## src/logic/gop_pkg.sv

```systemverilog
// Constants for the global output pin control block.
// Assumes a 125 MHz pclk and an APB register port with 32-bit data.
package gop_pkg;
    localparam int unsigned CLK_MHZ = 125;
    // Watchdog pulse timing, in nanoseconds and in pclk cycles.
    localparam int unsigned PULSE_MIN_NS = 30500;
    localparam int unsigned PULSE_MAX_NS = 61000;
    localparam int unsigned PULSE_MIN_CYC = (PULSE_MIN_NS * CLK_MHZ + 999) / 1000;
    localparam int unsigned PULSE_MAX_CYC = (PULSE_MAX_NS * CLK_MHZ) / 1000;
    localparam int unsigned PULSE_CNT_W = 14;
    // Register indices; the byte address is four times the index.
    localparam logic [5:0] CTRL_IDX = 6'h0E;
    localparam logic [5:0] STAT_IDX = 6'h0F;
    localparam int unsigned ADDR_W = 8;
    localparam logic [7:0] CTRL_RESET = 8'h00;
    // Control field positions.
    localparam int unsigned CLK_SEL_LSB = 6;
    localparam int unsigned CYC_SEL_LSB = 4;
    localparam int unsigned WDT_FORCE_BIT = 3;
    localparam int unsigned BUF_SEL_LSB = 0;
    // Status field positions.
    localparam int unsigned ST_LIVE_LSB = 0;
    localparam int unsigned ST_BOOT_LSB = 2;
    localparam int unsigned ST_DONE_BIT = 4;
    localparam int unsigned ST_WDT_BIT = 5;
    // Common encoding of the three two-bit pin selectors.
    localparam logic [1:0] SEL_FUNC_A = 2'h0;
    localparam logic [1:0] SEL_FUNC_B = 2'h1;
    localparam logic [1:0] SEL_LOW = 2'h2;
    localparam logic [1:0] SEL_HIGH = 2'h3;
endpackage : gop_pkg

```

## src/logic/wdt_pulse_if.sv

```systemverilog
// Carrier between the pin control top and its watchdog pulse timer.
// Assumes both ends run on the same pclk.
`timescale 1ns/1ps
interface wdt_pulse_if;
    logic start_prog;
    logic start_wdt;
    logic pin_low;
    modport ctrl (output start_prog, output start_wdt, input pin_low);
    modport timer (input start_prog, input start_wdt, output pin_low);
endinterface : wdt_pulse_if

```

## src/logic/wdt_pulse_timer.sv

```systemverilog
// Times the active-low pulse on the watchdog output pin.
// Assumes one-cycle start strobes and a pclk at the package rate.
`timescale 1ns/1ps
module wdt_pulse_timer #(
    parameter int unsigned PULSE_CYCLES = gop_pkg::PULSE_MIN_CYC
) (
    input wire logic pclk, // Clock.
    input wire logic presetn, // Asynchronous reset, active low.
    input wire logic ce, // Clock enable; freezes state when low.
    wdt_pulse_if.timer pio // Start strobes and pulse level.
);
    import gop_pkg::*;

    typedef enum logic {IDLE, LOW} pulse_e;
    localparam logic [PULSE_CNT_W-1:0] LAST = PULSE_CNT_W'(PULSE_CYCLES - 1);

    pulse_e state_ff, nxt_state;
    logic [PULSE_CNT_W-1:0] cnt_ff, nxt_cnt;

    always_comb begin
        nxt_state = state_ff;
        nxt_cnt = cnt_ff;
        unique case (state_ff)
            IDLE: begin
                // RQ5 pulse length window
                if (pio.start_prog || pio.start_wdt) begin
                    nxt_state = LOW;
                    nxt_cnt = '0;
                end
            end
            LOW: begin
                // RQ4 bounded low time
                if (cnt_ff == LAST) begin
                    nxt_state = IDLE;
                end else begin
                    nxt_cnt = cnt_ff + 1'b1;
                end
            end
        endcase
    end

    always_ff @(posedge pclk or negedge presetn) begin
        if (!presetn) begin
            state_ff <= IDLE;
            cnt_ff <= '0;
        end else if (ce) begin
            state_ff <= nxt_state;
            cnt_ff <= nxt_cnt;
        end
    end

    assign pio.pin_low = (state_ff == LOW);
endmodule : wdt_pulse_timer

```

## src/logic/global_output_pin_control.sv

```systemverilog
// Global output pin control: selects the sources of four dedicated output pins
// and captures the boot select pins.
// Assumes all inputs are synchronous to pclk and an APB master on the register port.
//
// What this block does
// RQ1: Bits 7:6 pick clock pin: peripheral clock, halved, low, high.
// RQ2: Bits 5:4 pick cycle pin: opcode fetch, interrupt ack, low, high.
// RQ3: Bit 3 clear follows watchdog; writing it set forces pin low.
// RQ4: Forced low lasts one to two periods of the 32 kHz oscillator.
// RQ5: Program pulse lasts between 30.5 and 61 microseconds.
// RQ6: Watchdog timeout gives 30.5 us low pulse and resets processor.
// RQ7: Bits 1:0 at 00 assert buffer enable low on external I/O cycles.
// RQ8: 01 asserts buffer enable on data memory; 10 low; 11 high.
// RQ9: Boot pins select boot mode, then read as plain inputs.
// RQ10: Bit 2 is ignored; new value reaches pins next cycle.
//
// Local design decision: the APB register port.
`timescale 1ns/1ps
module global_output_pin_control #(
    parameter int unsigned PULSE_CYCLES = gop_pkg::PULSE_MIN_CYC
) (
    input wire logic pclk, // Processor clock, 125 MHz.
    input wire logic presetn, // Asynchronous reset, active low.
    input wire logic ce, // Clock enable; freezes all state when low.
    input wire logic psel, // APB select.
    input wire logic penable, // APB enable.
    input wire logic pwrite, // APB direction, high for write.
    input wire logic [gop_pkg::ADDR_W-1:0] paddr, // APB byte address.
    input wire logic [31:0] pwdata, // APB write data.
    output logic [31:0] prdata, // APB read data.
    output logic pready, // APB ready.
    output logic pslverr, // APB error on unmapped address.
    input wire logic periph_clk, // Peripheral clock level.
    input wire logic first_opcode_fetch, // High during first opcode byte fetch.
    input wire logic int_ack, // High during interrupt acknowledge.
    input wire logic ext_io_cycle, // High during external I/O cycles.
    input wire logic data_mem_access, // High during data memory accesses.
    input wire logic wdt_timeout, // One-cycle watchdog timeout event.
    input wire logic boot_select_pin_0, // Boot select pin 0.
    input wire logic boot_select_pin_1, // Boot select pin 1.
    input wire logic boot_done, // High once boot has completed.
    output logic clk_pin, // Clock output pin.
    output logic cycle_pin_n, // Cycle indicator pin, active low.
    output logic watchdog_timeout_pin_n, // Watchdog output pin, active low.
    output logic buffer_enable_pin_n, // Buffer enable pin, active low.
    output logic cpu_reset_req, // One-cycle processor reset request.
    output logic [1:0] boot_mode // Boot mode caught after reset.
);
    import gop_pkg::*;

    wdt_pulse_if pio ();

    wdt_pulse_timer #(.PULSE_CYCLES(PULSE_CYCLES)) u_timer (
        .pclk(pclk),
        .presetn(presetn),
        .ce(ce),
        .pio(pio)
    );

    logic [7:0] ctrl_ff, nxt_ctrl;
    logic pready_ff, nxt_pready;
    logic pslverr_ff, nxt_pslverr;
    logic [31:0] prdata_ff, nxt_prdata;
    logic prog_start_ff, nxt_prog_start;
    logic clk_pin_ff, nxt_clk_pin;
    logic clk_half_ff, nxt_clk_half;
    logic periph_prev_ff;
    logic cycle_n_ff, nxt_cycle_n;
    logic wdt_n_ff;
    logic buf_n_ff, nxt_buf_n;
    logic rst_req_ff;
    logic caught_ff;
    logic [1:0] boot_ff, nxt_boot;
    logic [1:0] live_ff, nxt_live;

    logic access, hit_ctrl, hit_stat, done;
    logic [1:0] clk_sel, cyc_sel, buf_sel;

    assign access = psel && penable;
    assign hit_ctrl = (paddr == {CTRL_IDX, 2'b00});
    assign hit_stat = (paddr == {STAT_IDX, 2'b00});
    assign done = access && pready_ff;
    assign clk_sel = ctrl_ff[CLK_SEL_LSB +: 2];
    assign cyc_sel = ctrl_ff[CYC_SEL_LSB +: 2];
    assign buf_sel = ctrl_ff[BUF_SEL_LSB +: 2];

    // One wait state lets every APB output come from a flop.
    always_comb begin
        nxt_pready = access && !pready_ff;
        nxt_pslverr = 1'b0;
        nxt_prdata = 32'h0000_0000;
        nxt_ctrl = ctrl_ff;
        nxt_prog_start = 1'b0;
        if (access && !pready_ff) begin
            nxt_pslverr = !(hit_ctrl || hit_stat);
            if (!pwrite && hit_stat) begin
                nxt_prdata[ST_LIVE_LSB +: 2] = live_ff;
                nxt_prdata[ST_BOOT_LSB +: 2] = boot_ff;
                nxt_prdata[ST_DONE_BIT] = boot_done;
                nxt_prdata[ST_WDT_BIT] = pio.pin_low;
            end
        end
        if (done && pwrite && hit_ctrl) begin
            nxt_ctrl = pwdata[7:0];
            // RQ3 program forced pulse
            nxt_prog_start = pwdata[WDT_FORCE_BIT];
        end
    end

    always_ff @(posedge pclk or negedge presetn) begin
        if (!presetn) begin
            pready_ff <= 1'b0;
            pslverr_ff <= 1'b0;
            prdata_ff <= 32'h0000_0000;
            ctrl_ff <= CTRL_RESET;
            prog_start_ff <= 1'b0;
        end else if (ce) begin
            pready_ff <= nxt_pready;
            pslverr_ff <= nxt_pslverr;
            prdata_ff <= nxt_prdata;
            ctrl_ff <= nxt_ctrl;
            prog_start_ff <= nxt_prog_start;
        end
    end

    assign pio.start_prog = prog_start_ff;
    // RQ6 timeout pulse start
    assign pio.start_wdt = wdt_timeout;

    // Pin selection; bit 2 of the control value is never read.
    always_comb begin
        nxt_clk_half = clk_half_ff;
        if (periph_clk && !periph_prev_ff) begin
            nxt_clk_half = !clk_half_ff;
        end
        // RQ1 clock pin source
        unique case (clk_sel)
            SEL_FUNC_A: nxt_clk_pin = periph_clk;
            SEL_FUNC_B: nxt_clk_pin = clk_half_ff;
            SEL_LOW: nxt_clk_pin = 1'b0;
            SEL_HIGH: nxt_clk_pin = 1'b1;
        endcase
        // RQ2 cycle indicator source
        unique case (cyc_sel)
            SEL_FUNC_A: nxt_cycle_n = !first_opcode_fetch;
            SEL_FUNC_B: nxt_cycle_n = !int_ack;
            SEL_LOW: nxt_cycle_n = 1'b0;
            SEL_HIGH: nxt_cycle_n = 1'b1;
        endcase
        // RQ7 RQ8 buffer enable source
        unique case (buf_sel)
            SEL_FUNC_A: nxt_buf_n = !ext_io_cycle;
            SEL_FUNC_B: nxt_buf_n = !data_mem_access;
            SEL_LOW: nxt_buf_n = 1'b0;
            SEL_HIGH: nxt_buf_n = 1'b1;
        endcase
    end

    // RQ10 pins follow next cycle
    always_ff @(posedge pclk or negedge presetn) begin
        if (!presetn) begin
            clk_pin_ff <= 1'b0;
            clk_half_ff <= 1'b0;
            periph_prev_ff <= 1'b0;
            cycle_n_ff <= 1'b1;
            wdt_n_ff <= 1'b1;
            buf_n_ff <= 1'b1;
            rst_req_ff <= 1'b0;
        end else if (ce) begin
            clk_pin_ff <= nxt_clk_pin;
            clk_half_ff <= nxt_clk_half;
            periph_prev_ff <= periph_clk;
            cycle_n_ff <= nxt_cycle_n;
            wdt_n_ff <= !pio.pin_low;
            buf_n_ff <= nxt_buf_n;
            // RQ6 processor reset request
            rst_req_ff <= wdt_timeout;
        end
    end

    // Boot pins are caught on the first enabled edge after reset release.
    always_comb begin
        nxt_boot = boot_ff;
        nxt_live = live_ff;
        // RQ9 boot mode capture
        if (!caught_ff) begin
            nxt_boot = {boot_select_pin_1, boot_select_pin_0};
        end
        // RQ9 plain inputs after boot
        if (boot_done) begin
            nxt_live = {boot_select_pin_1, boot_select_pin_0};
        end
    end

    always_ff @(posedge pclk or negedge presetn) begin
        if (!presetn) begin
            caught_ff <= 1'b0;
            boot_ff <= 2'h0;
            live_ff <= 2'h0;
        end else if (ce) begin
            caught_ff <= 1'b1;
            boot_ff <= nxt_boot;
            live_ff <= nxt_live;
        end
    end

    assign prdata = prdata_ff;
    assign pready = pready_ff;
    assign pslverr = pslverr_ff;
    assign clk_pin = clk_pin_ff;
    assign cycle_pin_n = cycle_n_ff;
    assign watchdog_timeout_pin_n = wdt_n_ff;
    assign buffer_enable_pin_n = buf_n_ff;
    assign cpu_reset_req = rst_req_ff;
    assign boot_mode = boot_ff;
endmodule : global_output_pin_control

```

## config.mk

```make
export PLATFORM = sky130hd
export DESIGN_NAME = global_output_pin_control
export DESIGN_NICKNAME = d
export VERILOG_FILES = /design/src/logic/gop_pkg.sv /design/src/logic/wdt_pulse_if.sv /design/src/logic/wdt_pulse_timer.sv /design/src/logic/global_output_pin_control.sv
export SDC_FILE = /design/constraint.sdc
export NUM_CORES = 1
export LEC_CHECK = 0
export ABC_AREA = 1
export BUFFER_PORTS_ARGS = -buffer_cell sky130_fd_sc_hd__buf_2
export CORE_UTILIZATION = 49
export DETAILED_ROUTE_END_ITERATION = 10
export PLACE_DENSITY_LB_ADDON = 0.3
export SKIP_CTS_REPAIR_TIMING = 1
export SYNTH_ARGS = -nofsm -noshare
export SYNTH_HDL_FRONTEND = slang
export SYNTH_HIERARCHICAL = 1
export SYNTH_SLANG_ARGS = --single-unit
```

## constraint.sdc

```tcl
create_clock -name pclk -period 1.9 [get_ports pclk]
set_input_delay 0.19 -clock pclk [delete_from_list [all_inputs] [get_ports pclk]]
set_output_delay 0.19 -clock pclk [all_outputs]
set_load 0.01 [all_outputs]
```

# Word-level counts from Yosys, hierarchy flattened
# Cells that the tools add are included.
# classes
n_addsub	1
eq_ne	14
n_mux	13
bitwise	2
n_reduce_logical	27
# ops
op	n
$mux 14	2
$pmux 14 s2	1
$eq 8x6->1 const B	2
$add 14x1->14 const B	1
$eq 14x12->1 const B	1
$eq 2x2->1 const B	6
$mux 6	2
$pmux 1 s4	3
$logic_not 1->1	10
$reduce_and 2->1	4
$logic_and 1x1->1	7
$eq 2x1->1 const B	3
$logic_not 2->1	3
$mux 1	4
$reduce_and 3->1	1
$logic_or 1x1->1	2
$ne 2x1->1 const B	1
$ne 2x2->1 const B	1
$not 1->1	2
$pmux 1 s2	1
# totals
reg_bits	44
in_bits	55
elab_cells	74

# Longest topological paths before layout
# depth
ltp_word	5
depth_mapped	11
ltp_nobuf	11

# Hierarchy
# The synthesis kept the hierarchy.
# by_module_without_submodules
mod	instances	cells_each	area_each_um2	seq_area_each_um2
global_output_pin_control	1	188	1503.9	679.4
wdt_pulse_timer	1	167	1061.0	375.4

# Worst setup path after synthesis
# Ideal clock, no wire load.
# synth_path
path_type	register to register
start	reg u_timer.cnt_ff[0]
end	reg u_timer.cnt_ff[4]
t_arrival_ps	1275
t_required_ps	1772
setup_slack_ps	497
path_stages_with_launch	11
synth_period_minus_slack_ps	1403
cell_sequence	dfrtp_1 -> inv_1 -> ha_1 -> inv_1 -> nor2_1 -> nand2_1 -> nor2_1 -> nand2_2 -> nand2_4 -> buf_4 -> o21ai_0
# synth_between
elab_chain_len	3
elab_cells_between_ends	6
# synth_lines
item	line_no	rtl
start, declared	wdt_pulse_timer.sv:18	logic [PULSE_CNT_W-1:0] cnt_ff, nxt_cnt;
start signal, assigned	wdt_pulse_timer.sv:48	cnt_ff <= nxt_cnt;
$add 14x1->14 / $eq 14x12->1 (equally long branches)	wdt_pulse_timer.sv:36, wdt_pulse_timer.sv:33	
$mux 14 / $ne 2x2->1 (equally long branches)	--	
$pmux 14 s2 / $reduce_and 3->1 (equally long branches)	--	
# Parallel ways exist; a longest one is shown, timed or not. The select of a mux whose other input is x is not followed.
# A chain may end at the register's enable or synchronous reset.

# Worst setup path in the final report
# layout_path
start	reg u_timer.cnt_ff[1]
end	reg u_timer.cnt_ff[12]
# The elaborated chain is that of the path after synthesis.

==> metrics.md <==
| Metric | Value |
|---|---|
| Num CTS Buffers | `5` |
| Final WS setup | `0.363 ns` |
| Ys Warns | `6` |
| Psw | `0.542 mW` |
| Final wirelength | `a little under 5 mm` |
| Number of enable flip-flop cells after synthesis | `0` |
| Synth top area cells | `dfrtp_1 (38%), nand2_1 (18%), buf_4 (7.9%)` |
| Max Fanout on Critical Path | `6` |
| Ports | `96` |
| RSZ-0062 raised after global routing | `no` |
| Setup TNS | `0 ns` |
| Clk_lat worst skew | `just under 0.3 ns` |
| Number of diodes | `0` |
| Die Ht | `74.4 um` |
| Peak VDD IR | `0.000473 V` |
| Clock Power Share | `39.9%` |
| Sw Share | `about 26%` |
| Row Count | `25` |
| Cell variety after synth | `28` |
| GR Util All Layers | `20.3%` |
| WP buf/inv | `1` |
| Avg Cell Area, Syn | `7.23 um^2` |
| CTS tree | `yes` |
| Max Clock Skew | `~0.014 ns` |
| First-pass detailed-route iteration total | `4` |
| Final Setup Violations | `0` |
| CP endpoint kind | `flop` |
| Yosys reg bits | `42` |
| Comb power frac | `12.9%` |
| Largest net degree at the start of global routing | `43` |
| Vias per cell | `4.68` |
| Main synth FF type | `dfrtp_1` |
| Async S/R FF share, synth | `100%` |
| Sequential share of power | `between 40% and 50%` |
| Routed WL per cell | `10.4 um` |
| Total power per unit cell area | `733 nW/um^2` |
| Worst Tran Pin Value | `0.519 ns` |
| Layout cells sized above 1 | `18.1%` |
| DP Worst Slack | `just under 0.4 ns` |
| Largest delay share family, worst path | `simple AND/OR/NAND/NOR gates` |
| Syn Inst Count | `355` |
| Internal power | `1.57 mW` |
| Crit Path Category | `reg -> reg` |
| Max capacitance violation total | `0` |
| DR vias | `2201` |
| Setup crit start kind | `flop` |
| Die area | `5530 um^2` |
| Top cells by count, synth | `nand2_1 (120), inv_1 (41), dfrtp_1 (39), nor2_1 (39), nand3_1 (31)` |
| Core ar. | `4880 um^2` |
| P&R area growth vs syn | `12.5%` |
| First-pass GRT wire length | `8.60 mm` |
| Top-count cell post-synth | `nand2_1` |
| CP cell instances | `ha_1, nand2_1, nor2_1, nand2_1, nor2_1, nand2_1, nand2_1, nand2_1, nand2_1, inv_1` |
| Power, Total | `2.11 mW` |
| RD Place Congestion | `0.878` |
| Simple-Gate Fraction of Synth Area | `36.4%` |
| Clk sinks | `42` |
| Final core utilization | `59.1%` |
| Antenna violations before repair | `0` |
| DRC viols | `0` |
| Clock transition at path regs | `about 0.09 ns` |
| Critical Path AT | `1.73 ns` |
| Rel. slew slack | `between 60% and 70%` |
| Synth top area share | `between 30% and 40%` |
| Post-Syn Area | `2560 um^2` |
| Clk buf depth | `2` |
| Min cycle time layout | `between 1.5 and 2 ns` |
| Final #Nets | `459` |
| Congestion Overflow GR | `0` |
| Die width | `74.4 um` |
| Dpl cells | `461` |
| H-tree levels | `2` |
| Worst min path class | `in -> reg` |
| Non-Filler Instances | `between 400 and 500` |
| Post-synthesis xor/xnor area fraction | `0.341%` |
| Main combinational cell family by area after synthesis | `simple AND/OR/NAND/NOR gates` |
| Starting DRT DRC Count | `~150` |
| Post-synthesis mux area share | `0%` |
| Final Max Slew Viols | `0` |
| Post-DRT Antenna Nets | `0` |
| Final Hold Viols | `0` |
| Adder-cell share of the synthesized area | `0.976%` |
| Worst path slowest cell | `dfrtp_1` |
| Starting Density | `52.6%` |
| Post-detail-place hpwl | `3.66 mm` |
| Sequential share of the synthesized area | `41.1%` |
| Leakage power figure | `about 1.6 nW` |
| IO buf count | `44` |
| Vias in the first global route | `2062` |
| Tcrit/Tclk final | `80.9%` |
| Max Fclk | `651 MHz` |
| Clk Tree Root Cell | `clkbuf_8` |
| Area leader, netlist | `dfrtp_1` |
| Slowest Stage Delay on Critical Path | `0.42 ns` |
| Critical Path RT | `2.09 ns` |
| Outcome | `finished clean` |
| Synth Area in Compound Gates | `under 10%` |
| Crit-path most repeated cell | `nand2_1` |
-- kinds of logic after synthesis --
kind of cell | count (synthesis)
and+or+nand+nor | 209
buffers and inverters | 74
DFF | 42
AOI/OAI and AO/OA | 26
adders and majority gates | 2
xor gates and xnor gates | 1
other | 1
-- cell usage in the layout, fill, tap and decap left out --
cell type,Yosys,final
nor2_8,1,1
conb_1,1,26
nand2_4,1,1
nor3_2,1,1
a21o_1,1,1
nand4_4,1,1
o211ai_1,1,1
buf_2,3,44
nor2_1,39,39
clkinv_4,0,1
nand4_1,1,1
nand3_4,2,2
or2_2,1,1
o21bai_1,2,2
o21ai_1,8,8
nand3b_1,3,3
clkbuf_8,0,5
xor2_1,1,1
nand3_1,31,31
ha_1,2,2
nand2_2,3,3
o21ai_0,14,14
dfstp_2,3,3
nor2_2,5,5
inv_2,1,1
dlygate4sd3_1,0,1
dfrtp_1,39,39
buf_4,27,2
nand2_1,120,120
inv_1,41,41
bufinv_16,0,2
-- per-stage QoR --
stage	area, um^2	hold WS, ns
floorplan	2660	-0.106
global placement	2740	0.292
detailed placement	2740	0.296
CTS	2880	-0.0244
global route	2890	0.105
finish	2890	0.109
-- routing by layer --
layer	vias up	routed length (um)	track usage, %
met5	-	0	0
met4	0	37	6.50
met3	4	193	3.93
met2	58	2350	35.6
met1	1003	2300	25.1
li1	1136	-	-
-- state kept, by name, summed over array words and instances, names as in the netlist, 2 cells and up --
name            count
prdata              6
live_ff             2
boot_mode           2
u_timer/cnt_ff     14
ctrl_ff             6
-- worst reg2reg max path: cells and delay by family (launching register included) --
| kind | cells | cell delay [ns] |
|---|---|---|
| flip-flops | 1 | 0.42 |
| buffers and inverters | 1 | 0.03 |
| AND/OR/NAND/NOR | 8 | 0.81 |
| adder cells (fa/ha/maj) | 1 | 0.18 |
-- power by group through the flow --
stage	clock network (mW)	registers, mW	logic, mW
4_1_cts	0.856	0.997	0.276
3_5_place_dp	0	1.01	0.274
6_report	0.843	0.998	0.273
5_1_grt	0.895	1.01	0.326
3_3_place_gp	0	1.01	0.266
2_1_floorplan	0	1.01	0.220
-- cell type report --
| cell class | count | area (um^2) |
|---|---|---|
| multi-input combinational | 264 | 1210 |
| inverter | 42 | 158 |
| fill | 468 | 1990 |
| clock inverter | 3 | 68.8 |
| clock buffer | 5 | 68.8 |
| sequential | 42 | 1050 |
| timing repair buffer | 47 | 245 |
| tap | 67 | 83.8 |
-- worst paths after layout --
check,startpoint,cells past startpoint,slack [ns],to
setup / recovery,u_timer/cnt_ff[1],10,0.36,u_timer/cnt_ff[12]
min in group asynchronous,presetn,3,0.48,clk_half_ff
hold reg to reg,caught_ff,2,0.46,caught_ff
hold / removal,wdt_timeout,3,0.11,cpu_reset_req
setup reg to reg,u_timer/cnt_ff[1],10,0.36,u_timer/cnt_ff[12]
max in group asynchronous,presetn,3,1.03,watchdog_timeout_pin_n
Power figures use the tool's default switching activity.
